--- src/rbvc_defs.svh ---
// Purpose: constants for the readback verify checker
// Assumes: one clock, readback bits arrive one per valid beat
// Notes: numeric values shared by the package and the checker
// Functional notes
// - mask zero compares bit, counts mismatch
// - mask one skips the bit
// - text scheme aligns at first stream bit
// - text scheme compares the pad frame too
// - binary mask mirrors image, payload replaced
// - image scheme aligns at payload start
// - image scheme stops after last payload bit
// - loader drops text header before alignment
// - ascii '1'/'0' packed into single bits
// - host turns port direction itself
`ifndef RBVC_DEFS_SVH
`define RBVC_DEFS_SVH
`define RBVC_CNT_W 32
`define RBVC_ASCII_ONE 8'h31
`define RBVC_ASCII_ZERO 8'h30
`define RBVC_ASCII_NL 8'h0A
`define RBVC_CNT_ZERO 32'h0000_0000
`define RBVC_CNT_ONE 32'h0000_0001
`endif

--- src/rbvc_pkg.sv ---
// Purpose: shared types of the readback verify checker
// Assumes: numeric constants come from the defs header
// Notes: one beat carries a readback bit with its expected and mask bits
`default_nettype none
`include "rbvc_defs.svh"
package rbvc_pkg;
    typedef enum logic {RBVC_TEXT, RBVC_IMAGE} rbvc_mode_t;
    typedef enum logic [1:0] {RBVC_IDLE, RBVC_HDR, RBVC_RUN, RBVC_DONE} rbvc_state_t;
    // one readback bit with its reference and mask
    typedef struct packed {
        logic rbBit;
        logic expBit;
        logic maskBit;
        logic lastBit;
    } rbvc_beat_t;
endpackage
`default_nettype wire

--- src/rbvc_partner.sv ---
// Purpose: model of the device readback port and of the reference storage
// Assumes: one bit per beat; stream and references handed over as vectors
// Notes: text refs open with a one-line header; a released line shows its inverse
`timescale 1ns/1ns
`default_nettype none
module rbvc_partner
    import rbvc_pkg::*;
(
    // clock, reset and load
    input wire logic mclk,
    input wire logic reset_n,
    input wire logic go,
    input wire logic slow,
    input wire rbvc_mode_t mode,
    input wire logic [7:0] len,
    input wire logic [63:0] rbImg,
    input wire logic [63:0] expImg,
    input wire logic [63:0] maskImg,
    output logic finished,
    // readback port
    output logic rbValid,
    output logic rbData,
    input wire logic rbReady,
    // reference storage
    output logic refValid,
    output logic refText,
    output logic [7:0] expChar,
    output logic [7:0] maskChar,
    input wire logic refReady
);
    logic [7:0] rIdx;
    logic [7:0] fIdx;
    wire logic [7:0] hdr = (mode == RBVC_TEXT) ? 8'h02 : 8'h00;
    wire logic refTake = refValid & refReady;
    wire logic rbTake = rbValid & rbReady & refTake & (fIdx >= hdr);
    wire logic [7:0] rN = rIdx + {7'h00, rbTake};
    wire logic [7:0] fN = fIdx + {7'h00, refTake};
    wire logic [7:0] bN = fN - hdr;
    // slow mode idles one cycle after each take to stall the checker
    wire logic rbV = go && rN < len && !(slow && rbTake);
    wire logic fV = go && fN < len + hdr && !(slow && refTake);
    assign refText = (mode == RBVC_TEXT);
    function automatic logic [7:0] enc(input logic b);
        return refText ? {7'h18, b} : {7'h00, b};
    endfunction
    always_ff @(posedge mclk or negedge reset_n) begin
        if (!reset_n) begin
            {rIdx, fIdx} <= 16'h0000;
            {rbValid, refValid, rbData, finished} <= 4'h0;
            {expChar, maskChar} <= 16'h0000;
        end else if (!go) begin
            {rIdx, fIdx} <= 16'h0000;
            {rbValid, refValid, finished} <= 3'h0;
            rbData <= ~rbData;
            {expChar, maskChar} <= ~{expChar, maskChar};
        end else begin
            rIdx <= rN;
            fIdx <= fN;
            rbValid <= rbV;
            refValid <= fV;
            rbData <= rbV ? rbImg[rN[5:0]] : ~rbData;
            expChar <= !fV ? ~expChar : (fN < hdr) ? (fN == 8'h01 ? 8'h0A : 8'h48)
                : enc(expImg[bN[5:0]]);
            maskChar <= !fV ? ~maskChar : (fN < hdr) ? (fN == 8'h01 ? 8'h0A : 8'h48)
                : enc(maskImg[bN[5:0]]);
            finished <= rN >= len && fN >= len + hdr;
        end
    end
endmodule // rbvc_partner
`default_nettype wire

--- config.mk ---
export PLATFORM = sky130hd
export DESIGN_NAME = rbvc_partner
export DESIGN_NICKNAME = d
export VERILOG_FILES = /design/src/rbvc_pkg.sv /design/src/rbvc_partner.sv
export VERILOG_INCLUDE_DIRS = /design/src
export SDC_FILE = /design/constraint.sdc
export NUM_CORES = 1
export LEC_CHECK = 0
export ABC_CLOCK_PERIOD_IN_PS = 6200
export BUFFER_PORTS_ARGS = -buffer_cell sky130_fd_sc_hd__buf_4
export CAP_MARGIN = 30
export CELL_PAD_IN_SITES_DETAIL_PLACEMENT = 1
export CELL_PAD_IN_SITES_GLOBAL_PLACEMENT = 1
export CORE_MARGIN = 2
export CORE_UTILIZATION = 36
export DETAILED_ROUTE_END_ITERATION = 10
export PLACE_DENSITY_LB_ADDON = 0.1
export SYNTH_ARGS = -nofsm -noshare
export SYNTH_HDL_FRONTEND = slang
export SYNTH_SLANG_ARGS = --single-unit
--- constraint.sdc ---
create_clock -name mclk -period 6.2 [get_ports mclk]
set_clock_uncertainty 0.2 [all_clocks]
set_input_delay 0.62 -clock mclk [delete_from_list [all_inputs] [get_ports mclk]]
set_output_delay 0.62 -clock mclk [all_outputs]
set_load 0.1 [all_outputs]
# --- Word level (Yosys, flattened, before mapping) ---
# Index checks and enable logic that the tools add are counted.
totals:
  elab_cells: 62
  reg_bits: 36
  input_bits: 207
op_classes:
  muxes: 23
  eq_ne: 1
  n_reduce_logical: 9
  addsub: 4
  n_lt_le_gt_ge: 8
  bitwise_logic: 9
op_table:
  columns: ["cell", "count"]
  rows:
  - ["8-bit two-way mux", 7]
  - ["1-bit binary-select mux with 6-bit select", 3]
  - ["8-bit by 1-bit adder with 8-bit output", 2]
  - ["8-bit >= comparator", 2]
  - ["8-bit < comparator", 2]
  - ["16-bit inverter", 1]
  - ["8-bit inverter", 2]
  - ["6-bit by 7-bit < comparator with 1-bit output (second input constant)", 2]
  - ["7-bit two-way mux", 2]
  - ["6-bit two-way mux", 2]
  - ["8-bit by 2-bit adder with 8-bit output", 1]
  - ["8-bit by 1-bit equality test with 1-bit output (second input constant)", 1]
  - ["8-bit by 2-bit >= comparator with 1-bit output", 1]
  - ["8-bit by 2-bit < comparator with 1-bit output", 1]
  - ["1-bit two-way mux", 8]
  - ["1-bit logical AND", 7]
  - ["6-bit by 2-bit subtractor with 6-bit output", 1]
  - ["1-bit bitwise AND", 4]
  - ["1-bit logical NOT", 2]
  - ["2-bit two-way mux", 1]
  - ["1-bit inverter", 2]

# --- Logic depth before layout (Yosys ltp) ---
logic_depth:
  ltp_word: 9
  depth_mapped: 16
  depth_no_buf: 15

# --- Least setup slack after synthesis ---
# No wires, ideal clock.
synth_path:
  path_kind: "input port to flip-flop"
  startpoint: "input port mode"
  endpoint: "register rbData"
  t_arrival_ps: 3935
  path_stages: 13
  path_slack_ps: 1898
  setup_ps: 167
  required_time_ps: 5833
  path_buffers: 2
  path_cell_list: "inv_1 > ha_1 > nor4b_1 > a31oi_1 > ha_1 > ha_1 > buf_2 > buf_2 > mux4_2 > mux2_2 > o221ai_1 > o22a_1 > mux2i_1"
synth_via:
  elab_chain_cells: 9
  word_cells_on_any_way: 13
  cone_classes: "1 x add/sub; 2 x order compare; 5 x mux; 1 x bitwise; 4 x reduce/logical"
synth_rtl:
  columns: ["element", "line_no", "text"]
  rows:
  - ["start, declared", "rbvc_partner.sv:14", "input wire rbvc_mode_t mode,"]
  - ["2-bit two-way mux *", "rbvc_partner.sv:33", "wire logic [7:0] hdr = (mode == RBVC_TEXT) ? 8'h02 : 8'h00;"]
  - ["8-bit by 2-bit >= comparator with 1-bit output *", "rbvc_partner.sv:35", "wire logic rbTake = rbValid & rbReady & refTake & (fIdx >= hdr);"]
  - ["1-bit bitwise AND *", "rbvc_partner.sv:35", null]
  - ["8-bit by 1-bit adder with 8-bit output", "rbvc_partner.sv:36", "wire logic [7:0] rN = rIdx + {7'h00, rbTake};"]
  - ["8-bit < comparator", "rbvc_partner.sv:40", "wire logic rbV = go && rN < len && !(slow && rbTake);"]
  - ["1-bit logical AND (2 in series)", "rbvc_partner.sv:40", null]
  - ["1-bit two-way mux *", "rbvc_partner.sv:61", "rbData <= rbV ? rbImg[rN[5:0]] : ~rbData;"]
  - ["1-bit two-way mux *", "rbvc_partner.sv:51", "end else if (!go) begin"]
  - ["end signal, assigned", "rbvc_partner.sv:54", "rbData <= ~rbData;"]
  - ["end signal, assigned", "rbvc_partner.sv:61", null]
  - ["end, declared", "rbvc_partner.sv:22", "output logic rbData,"]
# Mark *: on every way between the ends. The rest lies on a longest branch, timed or not. The select of a mux whose other input is x is not followed.

# --- Final worst setup path ---
# Same ends and word-level chain as after synthesis.

==> impl_results.md <==
- Run status: finished, final reports clean
- Root buffer cell: sky130_fd_sc_hd__clkbuf_8
- I/O Buffers: ~230
- Arrival time at the worst endpoint: between 3 and 4 ns
- Die Span Y: about 110 µm
- Cell type group with the largest total delay on the critical path: adder cells
- Antenna fix cells: 0
- Number of different library cells in the post-synthesis netlist: between 60 and 70
- Die area: around 0.012 mm²
- Final setup fails: 0
- Mux share of post-synthesis cell area: a little over a third
- Width of the die: 108 µm
- Cells along the critical path: buf_4, inv_1, ha_1, nor4b_1, a31oi_1, ha_1, ha_1, mux4_2, mux4_2, nor2_1, o22a_1, mux2i_1
- Top fanout value on the critical path: 18
- Net count after synthesis: between 500 and 600
- Global-route usage over all layers: approximately a quarter
- Count of buffering cells on the critical path with inverters included: 2
- Kind of end point of the critical path: register
- Floorplan Core Area: 0.0107 mm²
- Number of levels the H-tree was split into: 2
- NumNets Final: 780
- Remaining number of nets flagged by the antenna check after routing: 0
- Max_slew headroom: a little over two fifths
- Initial Utilization: 36.5%
- Count of vias placed by the detailed router: between 3000 and 4000
- Clock tree from TritonCTS: yes
- Inserted Clock Buffers: 5
- Fin. max-slew vios: 0
- Total count of hold-check failures in the final report: 0
- Synthesized flop and latch total: 36
- Critical path's most frequent cell: sky130_fd_sc_hd__ha_1
- Setup total negative slack: 0 ns
- Fill cell instance count of the final layout: ~1200
- Largest stage delay on the critical path: about 0.87 ns
- Area delta synth->final: 48.7%
- Register-to-register setup slack: around 2.3 ns
- Fraction of layout instances using a drive strength above 1: a little under three fifths
- Maximum clock path buffer count: 2
- RSZ-0062 raised after global routing: false
- Mean instance size in the synthesized netlist: about 12 µm²
- Aggregate global routing overflow: 0
- Drt initial violations: roughly 130
- Worst-case vdd ir drop: ~0.00015 V
- Clk Latency, worst-skew pair: between 0.2 and 0.3 ns
- Synth Cell Area: ~0.0039 mm²
- Drt drc: 0
- Via count of the first global-routing pass: approximately 4200
- Number of maximum-capacitance violations: 0
- Clock Pin Slew Worst Setup and Hold Paths: 0.07 ns
- # IOs: approximately 230
- Post-Synth Adder-Cell Area: 7.97%
- Static leakage power: 2.78 nW
- Cell type with the highest aggregate area in the netlist: sky130_fd_sc_hd__mux4_2
- Synthesized netlist cell count: between 300 and 400
- Compound-Gate Fraction of Synth Area: approximately a tenth
- RePlAce Congestion: just over 0.8
- Total design power: just under 1 mW
- Global-route wire length before repair: between 20000 and 25000 µm
- Total power per unit cell area: ~170 mW/mm²
- Synth top area share: roughly a quarter
- Antenna violations before repair: 0
- Row count: 38
- WL per Instance: roughly 20 µm
- Slowest stage cell on the critical path: sky130_fd_sc_hd__ha_1
- Max Clk Rate: 249 MHz
- Post-Route Hold Slack: approximately 0.08 ns
- Average via count per standard cell: ~5.4
- Yosys warnings: 0
- Main combinational cell family by area after synthesis: multiplexers
- Synth area leaders: sky130_fd_sc_hd__mux4_2, sky130_fd_sc_hd__dfrtp_1, sky130_fd_sc_hd__ha_1
- Proportion of synthesized chip area in sequential cells: about 23%
- Post-cts resize count: 0
- Min-Delay Path Class: input pin to async pin
- Simple-gate portion of the synthesized area: between 10% and 20%
- Number of setup buffers added after CTS: 0
- Req. time, crit path: roughly 6.2 ns
- Largest net degree at the start of global routing: 37
- Worst-Margin Slew: between 0.8 and 0.9 ns
- HPWL reported at the end of detailed placement: 11700 µm
- Period utilization: 64.7%
- Final Instance Area: approximately 0.006 mm²
- Cell area after placement: roughly 0.0057 mm²
- Async set-reset flop share out of synthesis: 100%
- Most instantiated flip-flop cell in the synthesis netlist: sky130_fd_sc_hd__dfrtp_1
- Number of flops mapped to enable cells by yosys: 0
- Xor-xnor portion of the synthesized cell area: roughly 4.8%
- Startpoint class of the critical path: input pin
- Category of the most critical setup path: input pin to register
- CTS Hold Bufs: 0
- Number of search-and-repair iterations in the first detailed-routing pass: 4
- Minimum clock period: between 4 and 5 ns
- Clk sink count: 36
- Final wirelength: 13600 µm
-- worst paths after layout --
path / from / to / cells past startpoint
max in group asynchronous: reset_n / fIdx[0] / 1
worst max-delay path: mode / rbData / 12
worst min register to register: expChar[2] / expChar[2] / 1
worst max register to register: refValid / expChar[0] / 11
worst min-delay path: reset_n / expChar[4] / 1
min in group mclk: expChar[2] / expChar[2] / 1
-- synthesized netlist by cell type (4+ instances only) --
library cell	n
sky130_fd_sc_hd__inv_1	22
sky130_fd_sc_hd__buf_6	4
sky130_fd_sc_hd__nor2_1	11
sky130_fd_sc_hd__buf_2	6
sky130_fd_sc_hd__xnor2_1	12
sky130_fd_sc_hd__a21oi_1	6
sky130_fd_sc_hd__o21ai_0	6
sky130_fd_sc_hd__o22ai_1	10
sky130_fd_sc_hd__and3_1	4
sky130_fd_sc_hd__ha_1	25
sky130_fd_sc_hd__mux2i_1	9
sky130_fd_sc_hd__nand4_1	7
sky130_fd_sc_hd__nor2b_1	4
sky130_fd_sc_hd__mux4_1	10
sky130_fd_sc_hd__nand3_1	14
sky130_fd_sc_hd__xor2_1	4
sky130_fd_sc_hd__mux4_2	45
sky130_fd_sc_hd__clkbuf_1	6
sky130_fd_sc_hd__dfrtp_1	36
sky130_fd_sc_hd__a21o_1	5
sky130_fd_sc_hd__nand2_1	11
sky130_fd_sc_hd__and2_1	15
-- state kept, by name (all words and copies together) (netlist names) --
signal and count:
fIdx 8, finished 1, rbData 1, maskChar 8
expChar 8, rIdx 8, rbValid 1, refValid 1
-- power by group --
group | total [mW] | switching [mW] | internal [mW]
sequential | 0.263 | 0.0103 | 0.252
combinational | 0.484 | 0.255 | 0.229
clock | 0.231 | 0.0887 | 0.142
total | 0.977 | 0.354 | 0.623
-- final cells by class --
| class | instances | area, µm² | share of cell area (%) |
|---|---|---|---|
| sequential | 36 | 901 | 15.4 |
| tap | 140 | 175 | 3.00 |
| inverter | 22 | 82.6 | 1.41 |
| clock inverter | 1 | 30.0 | 0.514 |
| clock buffer | 7 | 96.3 | 1.65 |
| multi-input combinational | 253 | 2820 | 48.2 |
| timing repair buffer | 230 | 1740 | 29.8 |
-- stage by stage --
stage / instances / setup slack [ns] / util [%]
global placement: 679 / 1.81 / 52.9
global route: 689 / 1.97 / 54.3
CTS: 689 / 2.16 / 54.3
finish: 689 / 2.19 / 54.3
detailed placement: 681 / 1.86 / 53.2
floorplan: 331 / 1.90 / -
-- layout by cell type, fill, tap and decap left out, types with 2 or more instances in the layout --
master                      count
sky130_fd_sc_hd__a211oi_1       3
sky130_fd_sc_hd__a21o_1         5
sky130_fd_sc_hd__a21oi_1        6
sky130_fd_sc_hd__a41oi_1        2
sky130_fd_sc_hd__and2_1        15
sky130_fd_sc_hd__and3_1         4
sky130_fd_sc_hd__and3_2         2
sky130_fd_sc_hd__buf_4        229
sky130_fd_sc_hd__clkbuf_8       7
sky130_fd_sc_hd__dfrtp_1       36
sky130_fd_sc_hd__ha_1          24
sky130_fd_sc_hd__inv_1         22
sky130_fd_sc_hd__mux2_2         3
sky130_fd_sc_hd__mux2i_1        9
sky130_fd_sc_hd__mux4_1        10
sky130_fd_sc_hd__mux4_2        45
sky130_fd_sc_hd__nand2_1       11
sky130_fd_sc_hd__nand3_1       14
sky130_fd_sc_hd__nand3b_1       3
sky130_fd_sc_hd__nand4_1        7
sky130_fd_sc_hd__nor2_1        11
sky130_fd_sc_hd__nor2b_1        4
sky130_fd_sc_hd__nor3_1         3
sky130_fd_sc_hd__o2111ai_1      3
sky130_fd_sc_hd__o21a_1         2
sky130_fd_sc_hd__o21ai_0        6
sky130_fd_sc_hd__o22ai_1       10
sky130_fd_sc_hd__o31ai_2        2
sky130_fd_sc_hd__or2b_2         3
sky130_fd_sc_hd__or3b_1         2
sky130_fd_sc_hd__xnor2_1       12
sky130_fd_sc_hd__xnor2_2        3
sky130_fd_sc_hd__xor2_1         4
-- kinds of logic (layout without fill, tap and decap cells) --
| logic type | count (synthesis) | after routing |
|---|---|---|
| compound gates | 50 | 50 |
| fa+ha+maj | 25 | 25 |
| simple gates | 92 | 92 |
| buf+inv | 42 | 260 |
| flops | 36 | 36 |
| xor+xnor | 19 | 19 |
| mux | 67 | 67 |
-- per-layer routing --
layer  share of wire, %  track usage [%]  wire, µm  vias up
met5                  0                0         0        -
met4                1.6             5.31       221        0
met3                6.2             4.94       843       16
met2                 53             43.3      7210      131
met1                 39             27.6      5350     1847
li1                   -                -         -     1747
No activity file was read; power rests on OpenSTA's default activity.
